<file path="config.mk">
export PLATFORM = sky130hd
export DESIGN_NAME = rsc_top
export DESIGN_NICKNAME = d
export VERILOG_FILES = /design/src/pkg/rsc_pkg.sv /design/src/rtl/rsc_top.sv
export SDC_FILE = /design/constraint.sdc
export NUM_CORES = 1
export LEC_CHECK = 0
export BUFFER_PORTS_ARGS = -buffer_cell sky130_fd_sc_hd__buf_2
export CAP_MARGIN = 20
export CELL_PAD_IN_SITES_DETAIL_PLACEMENT = 0
export CELL_PAD_IN_SITES_GLOBAL_PLACEMENT = 2
export CORE_UTILIZATION = 35
export DETAILED_ROUTE_END_ITERATION = 8
export HOLD_SLACK_MARGIN = 0.15
export PLACE_DENSITY = 0.95
export SYNTH_ARGS = -nofsm -noshare
export SYNTH_HDL_FRONTEND = slang
export SYNTH_SLANG_ARGS = --single-unit
export TNS_END_PERCENT = 100
</file>
<file path="constraint.sdc">
create_clock -name i_mclk -period 6.46 [get_ports i_mclk]
set_input_delay 0.323 -clock i_mclk [delete_from_list [all_inputs] [get_ports i_mclk]]
set_output_delay 0.323 -clock i_mclk [all_outputs]
set_load 0.005 [all_outputs]
</file>
<file path="src/pkg/rsc_pkg.sv">
/*
 * rsc_pkg: constants, register map and carrier types for the reset
 * source controller.
 * assumes a 200 MHz system clock and 32-bit apb register access.
 */
package rsc_pkg;

  // ==========================================================================
  // timing
  localparam int unsigned CLK_MHZ          = 200;
  localparam int unsigned POR_HOLD_US      = 50;
  localparam int unsigned POR_HOLD_CYC     = POR_HOLD_US * CLK_MHZ;
  localparam int unsigned LVD_STAB_US      = 20;
  localparam int unsigned LVD_STAB_CYC     = LVD_STAB_US * CLK_MHZ;
  localparam int unsigned WDT_HOLD_NS      = 500;
  localparam int unsigned WDT_HOLD_CYC     = (WDT_HOLD_NS * CLK_MHZ) / 1000;
  localparam int unsigned SW_HOLD_NS       = 250;
  localparam int unsigned SW_HOLD_CYC      = (SW_HOLD_NS * CLK_MHZ) / 1000;
  localparam int unsigned PAR_HOLD_CYC     = SW_HOLD_CYC;
  localparam int unsigned CNT_W            = 24;

  // ==========================================================================
  // register map (byte addresses)
  localparam logic [11:0] ADDR_CAUSE_FLAGS = 12'h000;
  localparam logic [11:0] ADDR_COLD_STATUS = 12'h004;
  localparam logic [11:0] ADDR_OPTION_WORD = 12'h008;
  localparam logic [11:0] ADDR_MON1_CTRL   = 12'h00c;
  localparam logic [11:0] ADDR_RESTART_REQ = 12'h010;
  localparam logic [11:0] ADDR_WDT_CTRL    = 12'h014;

  // cause flag bit positions
  localparam int unsigned CF_PIN  = 0;
  localparam int unsigned CF_WDT  = 1;
  localparam int unsigned CF_LVD0 = 2;
  localparam int unsigned CF_LVD1 = 3;
  localparam int unsigned CF_PAR  = 4;
  localparam int unsigned CF_SW   = 5;
  localparam int unsigned CF_BRN  = 6;
  localparam int unsigned CF_W    = 7;

  // option word / control fields
  localparam int unsigned OPT_PIN_ROLE   = 0;
  localparam int unsigned OPT_MON0_EN    = 1;
  localparam int unsigned OPT_MON0_RST   = 2;
  localparam int unsigned OPT_MON0_LVL_L = 4;
  localparam int unsigned MON1_EN        = 0;
  localparam int unsigned MON1_RST       = 1;
  localparam int unsigned MON1_LVL_L     = 8;
  localparam int unsigned WDT_NMI_SEL    = 0;
  localparam int unsigned RESTART_BIT    = 2;
  localparam int unsigned COLD_BIT       = 0;
  localparam logic [2:0]  MON0_LVL_MAX   = 3'h5;
  localparam logic [4:0]  MON1_LVL_MAX   = 5'h11;

  // ==========================================================================
  // carrier types
  typedef struct packed {
    logic       pin_role;
    logic       mon0_en;
    logic       mon0_rst;
    logic [2:0] mon0_lvl;
  } rsc_opt_s;

  typedef struct packed {
    logic       mon1_en;
    logic       mon1_rst;
    logic [4:0] mon1_lvl;
  } rsc_mon1_s;

  typedef struct packed {
    logic por_below;
    logic wdt_event;
    logic mon0_below;
    logic mon1_below;
    logic parity_err;
  } rsc_evt_s;

  typedef enum logic [1:0] {
    ST_HOLD  = 2'b00,
    ST_RUN   = 2'b01,
    ST_TIMED = 2'b11
  } rsc_state_e;

endpackage : rsc_pkg

</file>
<file path="src/rtl/rsc_top.sv">
/*
 * rsc_top: merges seven reset sources into one internal reset, times
 * its release and records the cause for software over apb.
 * assumes analog comparators and the pin are asynchronous, the
 * watchdog and parity inputs come from logic on i_mclk.
 */
// Functional notes
// RL1 - internal reset from pin, por, watchdog, two monitors, parity, software
// RL2 - while clear pin samples low, hold the device in reset
// RL3 - board holds the clear pin low at least the minimum pulse width
// RL4 - after power-up line is reset input; option bit picks later role
// RL5 - general-port line held low before run keeps device in reset
// RL6 - pull-up on the reset line enabled once power is present
// RL7 - por release after supply above threshold plus full hold time
// RL8 - pin high and supply at or below threshold gives power-on reset
// RL9 - watchdog event gives reset or nmi; reset sets flag, short hold
// RL10 - each monitor low gives interrupt or reset; level fields 6 and 18
// RL11 - monitor reset released only after stabilisation interval
// RL12 - both monitors disabled after por; enabled by option word, control
// RL13 - monitor reset sets the brownout cause flag
// RL14 - restart request bit write 1 gives timed software reset
// RL15 - peripheral fault reset active without configuration
// RL16 - cold-start flag cleared only by power-on reset
// RL17 - cold-start flag set by writing 1, writing 0 has no effect
// RL18 - software writes cold-start flag 1 to detect a later por
// RL19 - readable cause flags name the last reset source incl software; the code keeps every flag set since the last por
// RL20 - internal reset release synchronised to the system clock
module rsc_top (
  // clock and reset
  input  wire logic               i_mclk,
  input  wire logic               i_rst_n,
  // pin and analog comparators
  input  wire logic               i_clear_pin,
  input  wire logic               i_por_below,
  input  wire logic               i_mon0_below,
  input  wire logic               i_mon1_below,
  // on-chip sources
  input  wire logic               i_wdt_event,
  input  wire logic               i_parity_err,
  // apb slave
  input  wire logic               i_psel,
  input  wire logic               i_penable,
  input  wire logic               i_pwrite,
  input  wire logic [11:0]        i_paddr,
  input  wire logic [31:0]        i_pwdata,
  output logic      [31:0]        o_prdata,
  output logic                    o_pready,
  output logic                    o_pslverr,
  // outputs
  output logic                    o_sys_rst_n,
  output logic                    o_pullup_en,
  output logic                    o_nmi,
  output logic                    o_mon_irq,
  output logic [rsc_pkg::CF_W-1:0] o_cause
);

  // ==========================================================================
  // input synchronisers
  // only the second flop is read; the first may go metastable
  logic [3:0] sy1_q, sy2_q;
  always_ff @(posedge i_mclk or negedge i_rst_n) begin
    if (!i_rst_n) begin
      sy1_q <= 4'h0;
      sy2_q <= 4'h0;
    end else begin
      sy1_q <= {i_mon1_below, i_mon0_below, i_por_below, ~i_clear_pin};
      sy2_q <= sy1_q;
    end
  end
  logic pin_low, por_below, mon0_below, mon1_below;
  assign pin_low    = sy2_q[0];
  assign por_below  = sy2_q[1];
  assign mon0_below = sy2_q[2];
  assign mon1_below = sy2_q[3];

  // ==========================================================================
  // registers
  rsc_pkg::rsc_opt_s  opt_q;
  rsc_pkg::rsc_mon1_s mon1_q;
  logic               wdt_nmi_q;
  logic               cold_q;
  logic [rsc_pkg::CF_W-1:0] cause_q;
  logic               sw_req_q;
  logic               wr_en, rd_en;
  assign wr_en = i_psel && i_penable && i_pwrite;
  assign rd_en = i_psel && !i_penable && !i_pwrite;

  // ==========================================================================
  // reset sequencer
  rsc_pkg::rsc_state_e st_q;
  logic [rsc_pkg::CNT_W-1:0] cnt_q;
  logic por_q;
  logic mon0_trip, mon1_trip, wdt_trip, pin_hold;
  assign mon0_trip = opt_q.mon0_en && opt_q.mon0_rst && mon0_below; // RL10
  assign mon1_trip = mon1_q.mon1_en && mon1_q.mon1_rst && mon1_below; // RL10
  assign wdt_trip  = i_wdt_event && !wdt_nmi_q; // RL9
  // role 0 keeps the line a reset input; as a general port (role 1)
  // it still holds reset while low before run
  assign pin_hold  = pin_low &&
                     (!opt_q.pin_role || st_q != rsc_pkg::ST_RUN); // RL4 RL5

  // pin high and supply low: power-on reset, restarts hold time
  always_ff @(posedge i_mclk or negedge i_rst_n) begin
    if (!i_rst_n) begin
      por_q <= 1'b1;
    end else if (por_below && !pin_low) begin
      por_q <= 1'b1; // RL8
    end else if (st_q == rsc_pkg::ST_HOLD && cnt_q == '0) begin
      por_q <= 1'b0;
    end
  end

  always_ff @(posedge i_mclk or negedge i_rst_n) begin
    if (!i_rst_n) begin
      st_q  <= rsc_pkg::ST_HOLD;
      cnt_q <= rsc_pkg::CNT_W'(rsc_pkg::POR_HOLD_CYC);
    end else if (por_below && !pin_low) begin
      st_q  <= rsc_pkg::ST_HOLD;
      cnt_q <= rsc_pkg::CNT_W'(rsc_pkg::POR_HOLD_CYC); // RL7
    end else if (pin_hold) begin
      st_q  <= rsc_pkg::ST_HOLD; // RL2
      // pin low during the power-on hold must not cut the hold short
      if (!por_q) cnt_q <= '0; // RL7
    end else if (mon0_trip || mon1_trip) begin
      st_q  <= rsc_pkg::ST_TIMED;
      cnt_q <= rsc_pkg::CNT_W'(rsc_pkg::LVD_STAB_CYC); // RL11
    end else begin
      unique case (st_q)
        rsc_pkg::ST_HOLD: begin
          if (cnt_q != '0) cnt_q <= cnt_q - 1'b1; // RL7
          else st_q <= rsc_pkg::ST_RUN;
        end
        rsc_pkg::ST_RUN: begin
          if (wdt_trip) begin
            st_q  <= rsc_pkg::ST_TIMED;
            cnt_q <= rsc_pkg::CNT_W'(rsc_pkg::WDT_HOLD_CYC); // RL9
          end else if (i_parity_err) begin
            st_q  <= rsc_pkg::ST_TIMED;
            cnt_q <= rsc_pkg::CNT_W'(rsc_pkg::PAR_HOLD_CYC); // RL15
          end else if (sw_req_q) begin
            st_q  <= rsc_pkg::ST_TIMED;
            cnt_q <= rsc_pkg::CNT_W'(rsc_pkg::SW_HOLD_CYC); // RL14
          end
        end
        rsc_pkg::ST_TIMED: begin
          if (cnt_q != '0) cnt_q <= cnt_q - 1'b1;
          else st_q <= rsc_pkg::ST_RUN;
        end
      endcase
    end
  end

  // released on a clock edge from a flip-flop
  always_ff @(posedge i_mclk or negedge i_rst_n) begin
    if (!i_rst_n) begin
      o_sys_rst_n <= 1'b0;
    end else begin
      o_sys_rst_n <= (st_q == rsc_pkg::ST_RUN) && !pin_hold; // RL1 RL20
    end
  end

  always_ff @(posedge i_mclk or negedge i_rst_n) begin
    if (!i_rst_n) begin
      o_pullup_en <= 1'b0;
    end else begin
      o_pullup_en <= 1'b1; // RL6
    end
  end

  // interrupt outputs are registered copies of their causes
  always_ff @(posedge i_mclk or negedge i_rst_n) begin
    if (!i_rst_n) begin
      o_nmi     <= 1'b0;
      o_mon_irq <= 1'b0;
    end else begin
      o_nmi     <= i_wdt_event && wdt_nmi_q; // RL9
      o_mon_irq <= (opt_q.mon0_en && !opt_q.mon0_rst && mon0_below) ||
                   (mon1_q.mon1_en && !mon1_q.mon1_rst && mon1_below); // RL10
    end
  end

  // ==========================================================================
  // configuration registers (monitors off after por)
  // writes during the power-on hold are dropped
  always_ff @(posedge i_mclk or negedge i_rst_n) begin
    if (!i_rst_n) begin
      opt_q     <= '0;
      mon1_q    <= '0;
      wdt_nmi_q <= 1'b0;
    end else if (por_q) begin
      opt_q     <= '0; // RL12
      mon1_q    <= '0; // RL12
      wdt_nmi_q <= 1'b0;
    end else if (wr_en) begin
      unique case (i_paddr)
        rsc_pkg::ADDR_OPTION_WORD: begin
          opt_q.pin_role <= i_pwdata[rsc_pkg::OPT_PIN_ROLE]; // RL4
          opt_q.mon0_en  <= i_pwdata[rsc_pkg::OPT_MON0_EN]; // RL12
          opt_q.mon0_rst <= i_pwdata[rsc_pkg::OPT_MON0_RST];
          if (i_pwdata[rsc_pkg::OPT_MON0_LVL_L +: 3] <= rsc_pkg::MON0_LVL_MAX)
            opt_q.mon0_lvl <= i_pwdata[rsc_pkg::OPT_MON0_LVL_L +: 3]; // RL10
        end
        rsc_pkg::ADDR_MON1_CTRL: begin
          mon1_q.mon1_en  <= i_pwdata[rsc_pkg::MON1_EN]; // RL12
          mon1_q.mon1_rst <= i_pwdata[rsc_pkg::MON1_RST];
          if (i_pwdata[rsc_pkg::MON1_LVL_L +: 5] <= rsc_pkg::MON1_LVL_MAX)
            mon1_q.mon1_lvl <= i_pwdata[rsc_pkg::MON1_LVL_L +: 5]; // RL10
        end
        rsc_pkg::ADDR_WDT_CTRL: wdt_nmi_q <= i_pwdata[rsc_pkg::WDT_NMI_SEL];
        default: ;
      endcase
    end
  end

  // restart request: one-cycle pulse on write of 1
  always_ff @(posedge i_mclk or negedge i_rst_n) begin
    if (!i_rst_n) begin
      sw_req_q <= 1'b0;
    end else begin
      sw_req_q <= wr_en && i_paddr == rsc_pkg::ADDR_RESTART_REQ &&
                  i_pwdata[rsc_pkg::RESTART_BIT] &&
                  st_q == rsc_pkg::ST_RUN; // RL14
    end
  end

  // ==========================================================================
  // cold-start flag: por clears, software write 1 sets
  always_ff @(posedge i_mclk or negedge i_rst_n) begin
    if (!i_rst_n) begin
      cold_q <= 1'b0;
    end else if (por_q) begin
      cold_q <= 1'b0; // RL16
    end else if (wr_en && i_paddr == rsc_pkg::ADDR_COLD_STATUS &&
                 i_pwdata[rsc_pkg::COLD_BIT]) begin
      cold_q <= 1'b1; // RL17 RL18
    end
  end

  // cause flags: por clears all, each reset sets its flag
  always_ff @(posedge i_mclk or negedge i_rst_n) begin
    if (!i_rst_n) begin
      cause_q <= '0;
    end else if (por_q) begin
      cause_q <= '0; // RL16
    end else begin
      if (pin_hold) cause_q[rsc_pkg::CF_PIN] <= 1'b1; // RL19
      if (st_q == rsc_pkg::ST_RUN && wdt_trip)
        cause_q[rsc_pkg::CF_WDT] <= 1'b1; // RL9
      if (mon0_trip) cause_q[rsc_pkg::CF_LVD0] <= 1'b1;
      if (mon1_trip) cause_q[rsc_pkg::CF_LVD1] <= 1'b1;
      if (mon0_trip || mon1_trip) cause_q[rsc_pkg::CF_BRN] <= 1'b1; // RL13
      if (st_q == rsc_pkg::ST_RUN && i_parity_err && !wdt_trip)
        cause_q[rsc_pkg::CF_PAR] <= 1'b1; // RL15
      if (sw_req_q) cause_q[rsc_pkg::CF_SW] <= 1'b1; // RL19
    end
  end

  always_ff @(posedge i_mclk or negedge i_rst_n) begin
    if (!i_rst_n) begin
      o_cause <= '0;
    end else begin
      o_cause <= cause_q;
    end
  end

  // ==========================================================================
  // apb: pready answers every setup cycle, so no access waits;
  // unmapped addresses read zero and report an error
  always_ff @(posedge i_mclk or negedge i_rst_n) begin
    if (!i_rst_n) begin
      o_prdata  <= '0;
      o_pready  <= 1'b0;
      o_pslverr <= 1'b0;
    end else begin
      o_pready  <= i_psel && !i_penable;
      o_pslverr <= 1'b0;
      if (rd_en) begin
        unique case (i_paddr)
          rsc_pkg::ADDR_CAUSE_FLAGS: o_prdata <= {25'h0, cause_q};
          rsc_pkg::ADDR_COLD_STATUS: o_prdata <= {31'h0, cold_q};
          rsc_pkg::ADDR_OPTION_WORD: o_prdata <= {25'h0, opt_q.mon0_lvl, 1'b0,
              opt_q.mon0_rst, opt_q.mon0_en, opt_q.pin_role};
          rsc_pkg::ADDR_MON1_CTRL:   o_prdata <= {19'h0, mon1_q.mon1_lvl,
              6'h0, mon1_q.mon1_rst, mon1_q.mon1_en};
          rsc_pkg::ADDR_WDT_CTRL:    o_prdata <= {31'h0, wdt_nmi_q};
          rsc_pkg::ADDR_RESTART_REQ: o_prdata <= '0;
          default: begin
            o_prdata  <= '0;
            o_pslverr <= 1'b1;
          end
        endcase
      end else if (i_psel && !i_penable) begin
        o_prdata  <= '0;
        o_pslverr <= !(i_paddr == rsc_pkg::ADDR_CAUSE_FLAGS ||
                       i_paddr == rsc_pkg::ADDR_COLD_STATUS ||
                       i_paddr == rsc_pkg::ADDR_OPTION_WORD ||
                       i_paddr == rsc_pkg::ADDR_MON1_CTRL ||
                       i_paddr == rsc_pkg::ADDR_WDT_CTRL ||
                       i_paddr == rsc_pkg::ADDR_RESTART_REQ);
      end
    end
  end

endmodule // rsc_top

</file>
==> qor.txt <==
STATUS
-----------------------------------------------------------------------------------------------------------------
Outcome ............................................................................................ complete, but fails checks
Violated checks ....................................................................................          DRC

SETUP PATH
-----------------------------------------------------------------------------------------------------------------
Type of the worst setup path ....................................................................... flip-flop to flip-flop
Worst Setup SP .....................................................................................    cnt_q[15]
Cell Chain, Critical Path .......................................................................... or4_1 -> nor4_2 -> and4_1 -> nor2_1 -> a32o_1
Logic depth of the worst register-to-register path .................................................            5
Worst path top cell family by delay ................................................................ simple AND/OR/NAND/NOR gates
Internal reg-to-reg setup slack ....................................................................      3340 ps
Endpoint of the most critical setup path ...........................................................    cnt_q[21]
CP Max Fanout ......................................................................................           29
Capture point of the worst reg-to-reg path .........................................................    cnt_q[21]
Kind of launch point of the worst setup path .......................................................    flip-flop
Critical R2R Launch ................................................................................    cnt_q[15]
Stage delay of the slowest cell on the critical path ...............................................       940 ps
Cell at the slowest stage of the critical path ..................................................... sky130_fd_sc_hd__and4_1
WP data required ...................................................................................      6680 ps
Critical path arrival ..............................................................................      3330 ps
Worst Setup End Kind ...............................................................................    flip-flop
Logic depth of the worst path, buffers included ....................................................            5
Critical path buffers and inverters ................................................................            0

PWR
-----------------------------------------------------------------------------------------------------------------
Worst voltage drop across the vdd grid .............................................................    0.1530 mV
Power per Cell Area ................................................................................ 318.6 nW/µm²
Leakage power figure ...............................................................................  0.002328 µW

CLOCKING
-----------------------------------------------------------------------------------------------------------------
Number of clock buffers inserted by TritonCTS ......................................................            9
Resized cells post-CTS .............................................................................            0
Clock tree buffer depth ............................................................................            2
TritonCTS clock tree ...............................................................................          yes
Htree depth ........................................................................................            3
Number of setup buffers added after CTS ............................................................            0
Clock root buffer .................................................................................. sky130_fd_sc_hd__clkbuf_16
Clock-pin slew on the worst setup and hold paths ...................................................        70 ps
Total number of clock tree sinks ...................................................................           83
Clock insertion delay at the later pin of the skew report ..........................................       330 ps
Number of hold buffers added after cts .............................................................            4

SYNTH
-----------------------------------------------------------------------------------------------------------------
Top FF cell, synth ................................................................................. sky130_fd_sc_hd__dfrtp_1
Arithmetic-cell share of the synthesized area counting full adders, half adders and majority gates .       1.197%
Proportion of register bits with asynchronous set or reset after synthesis .........................       100.0%
Post-synthesis simple-gate area fraction ...........................................................       22.24%
Count of unique library cells instantiated by Yosys ................................................           60
Flops & latches, synth .............................................................................           83
Share of the synthesized netlist area taken by xor and xnor gates ..................................      0.2095%
Mean post-synth cell area ..........................................................................    9.906 µm²
Synthesized instance count .........................................................................          422
Sequential element share of the synthesized area ...................................................       49.87%
Post-synth top area cell ........................................................................... sky130_fd_sc_hd__dfrtp_1
Number of enable flip-flop cells after synthesis ...................................................            0
Synth area leaders ................................................................................. sky130_fd_sc_hd__dfrtp_1 46%, sky130_fd_sc_hd__mux2i_1 4.1%, sky130_fd_sc_hd__nor2_1 4.0%, sky130_fd_sc_hd__dfstp_2 3.8%, sky130_fd_sc_hd__buf_4 3.8%
Fraction of synthesized area in multiplexers .......................................................       4.071%
Area share of the largest cell type after synthesis ................................................       46.09%
Summed instance area of the synthesized netlist ....................................................     4180 µm²
Dominant combinational cell family by area after synthesis ......................................... simple AND/OR/NAND/NOR gates
Warnings, synthesis ................................................................................            0
Compound-Gate Fraction of Synth Area ...............................................................       15.44%

TIMING
-----------------------------------------------------------------------------------------------------------------
FMAX ...............................................................................................    320.9 MHz
Worst hold margin ..................................................................................     237.5 ps
Final clock period utilization by the worst path ...................................................       48.24%
Worst slew slack as a fraction of its limit ........................................................       31.87%
Max-slew violations ................................................................................            0
Setup total negative slack .........................................................................         0 ps
Setup skew after layout ............................................................................     6.623 ps
Count of final setup violators .....................................................................            0
Unrepaired setup endpoints after global routing ....................................................        false
Total count of hold-check failures in the final report .............................................            0
Post-route minimum period ..........................................................................      3116 ps
Transition time of the tightest slew-check pin .....................................................      1022 ps

DIE
-----------------------------------------------------------------------------------------------------------------
Standard-cell row count ............................................................................           39
Floorplan die width ................................................................................     111.3 µm
Number of primary I/O pins .........................................................................          100
Initial Utilization ................................................................................       36.30%
Core area ..........................................................................................   11,520 µm²
DIE AREA ...........................................................................................   12,380 µm²
Die Ht .............................................................................................     111.3 µm

DETAILED ROUTING
-----------------------------------------------------------------------------------------------------------------
Aggregate routed wire length .......................................................................      9791 µm
Number of remaining DRC errors .....................................................................           24
Detailed-route wire length per cell ................................................................     15.64 µm
ANT nets after route ...............................................................................            0
Number of vias in the routed layout ................................................................        3,415
Count of TritonRoute iterations in the first routing pass ..........................................            7
Via count normalized by instance count .............................................................        5.455
Detailed router's first-iteration violation count ..................................................          296

RUN
-----------------------------------------------------------------------------------------------------------------
MaxCap Viol Count ..................................................................................            0

PLACED DESIGN
-----------------------------------------------------------------------------------------------------------------
Placed Instances ...................................................................................          604
Placed wire-length estimate after detailed placement ...............................................      6807 µm
Final GP Congestion ................................................................................       0.8658
Instance area at placement .........................................................................     4486 µm²
Number of I/O port buffers .........................................................................           58

LAYOUT
-----------------------------------------------------------------------------------------------------------------
Area Growth Syn to Fin .............................................................................       16.61%
Final layout net count .............................................................................          537
Share of cells above drive strength 1 ..............................................................       20.70%
ANT cells ..........................................................................................            0
Most common cell after layout, fill and taps aside ................................................. sky130_fd_sc_hd__dfrtp_1
Most frequent cells in the layout .................................................................. 77 x sky130_fd_sc_hd__dfrtp_1, 57 x sky130_fd_sc_hd__buf_2, 44 x sky130_fd_sc_hd__nor2_1
Post-Layout Inst Area ..............................................................................     4875 µm²
Number of cells in the finished layout apart from fillers ..........................................          626

GRT
-----------------------------------------------------------------------------------------------------------------
Maximum number of pins on one net before global-route repair .......................................           84
Wire length of the first global-routing pass .......................................................    16,440 µm
Initial antenna violation count ....................................................................            0
Via count of the first global-routing pass .........................................................        3,260
All-Layer GR Usage .................................................................................       16.31%
Residual overflow from global routing ..............................................................            0

WORST HOLD PATH
-----------------------------------------------------------------------------------------------------------------
Worst Hold Class ................................................................................... input port to flip-flop

-- state kept, by name, indices dropped and copies added, names as in the netlist, 2 cells and up --
| signal | flops |
|---|---|
| cause_q | 7 |
| sy2_q | 4 |
| st_q | 2 |
| cnt_q | 24 |
| o_prdata | 12 |
| o_cause | 7 |
| sy1_q | 4 |
| mon1_q | 7 |
| opt_q | 6 |
-- cells by family (layout without fill, tap and decap cells) --
family | after synthesis | count (layout)
mux | 17 | 17
xor+xnor | 1 | 1
other cells | 2 | 21
simple gates | 172 | 172
compound gates | 95 | 95
flops | 83 | 83
fa+ha+maj | 4 | 4
buf+inv | 48 | 90
-- per-stage QoR --
step                worst slack, ps  power (µW)  utilization (%)
floorplan                      4255       919.5                -
global placement               3462        1010            38.95
detailed placement             3421        1016            38.95
CTS                            3372        1554            42.00
global route                   3226        1634            42.33
finish                         3344        1553            42.33
-- worst min path at each step --
| stage | start | end | cells past startpoint | slack, ps |
|---|---|---|---|---|
| 4_1_cts | i_rst_n | o_prdata[11] | 1 | 220 |
| 2_1_floorplan | i_rst_n | cause_q[0] | 0 | 30 |
| 3_5_place_dp | sy1_q[2] | sy2_q[2] | 0 | 330 |
| 5_1_grt | i_pwdata[1] | mon1_q[5] | 3 | 250 |
| 6_report | i_pwdata[8] | mon1_q[0] | 3 | 240 |
| 3_3_place_gp | sy1_q[3] | sy2_q[3] | 0 | 340 |
-- area by class of cell --
type / instances / area (µm²)
repair buffers: 65 / 377.9
flip-flops and latches: 83 / 2085
multi-input cells: 310 / 1888
clock buffers: 10 / 239.0
clock inverters: 6 / 72.57
well taps: 143 / 178.9
fillers: 1123 / 6641
inverters: 9 / 33.78
-- power by group --
part	internal [µW]	switching (µW)
logic	146	220
clock network	315	217
registers	581	74.2
-- tightest hold or removal path, delay by kind of cell --
| family | cells | cell delay [ps] |
|---|---|---|
| buffers and inverters | 1 | 70 |
| multiplexers | 1 | 50 |
| AND/OR/NAND/NOR | 1 | 80 |
-- synth_stat cells (6+ instances only) --
| cell type | number |
|---|---|
| sky130_fd_sc_hd__nor3_1 | 13 |
| sky130_fd_sc_hd__o21ai_0 | 23 |
| sky130_fd_sc_hd__nor2_1 | 44 |
| sky130_fd_sc_hd__nand2_1 | 29 |
| sky130_fd_sc_hd__or4_1 | 14 |
| sky130_fd_sc_hd__inv_1 | 9 |
| sky130_fd_sc_hd__buf_4 | 21 |
| sky130_fd_sc_hd__nor2b_1 | 6 |
| sky130_fd_sc_hd__clkbuf_1 | 13 |
| sky130_fd_sc_hd__nand3_1 | 13 |
| sky130_fd_sc_hd__a31oi_1 | 6 |
| sky130_fd_sc_hd__dfstp_2 | 6 |
| sky130_fd_sc_hd__nand4_1 | 9 |
| sky130_fd_sc_hd__mux2i_1 | 17 |
| sky130_fd_sc_hd__o31ai_1 | 13 |
| sky130_fd_sc_hd__dfrtp_1 | 77 |
| sky130_fd_sc_hd__a21oi_1 | 21 |
-- routing by layer --
layer | track usage [%] | vias up | wire length, µm
li1 | - | 1621 | -
met1 | 21.52 | 1659 | 4482
met2 | 27.17 | 122 | 4627
met3 | 3.062 | 13 | 540
met4 | 4.775 | 0 | 140
met5 | 0 | - | 0
(Power assumes the default switching activity.)
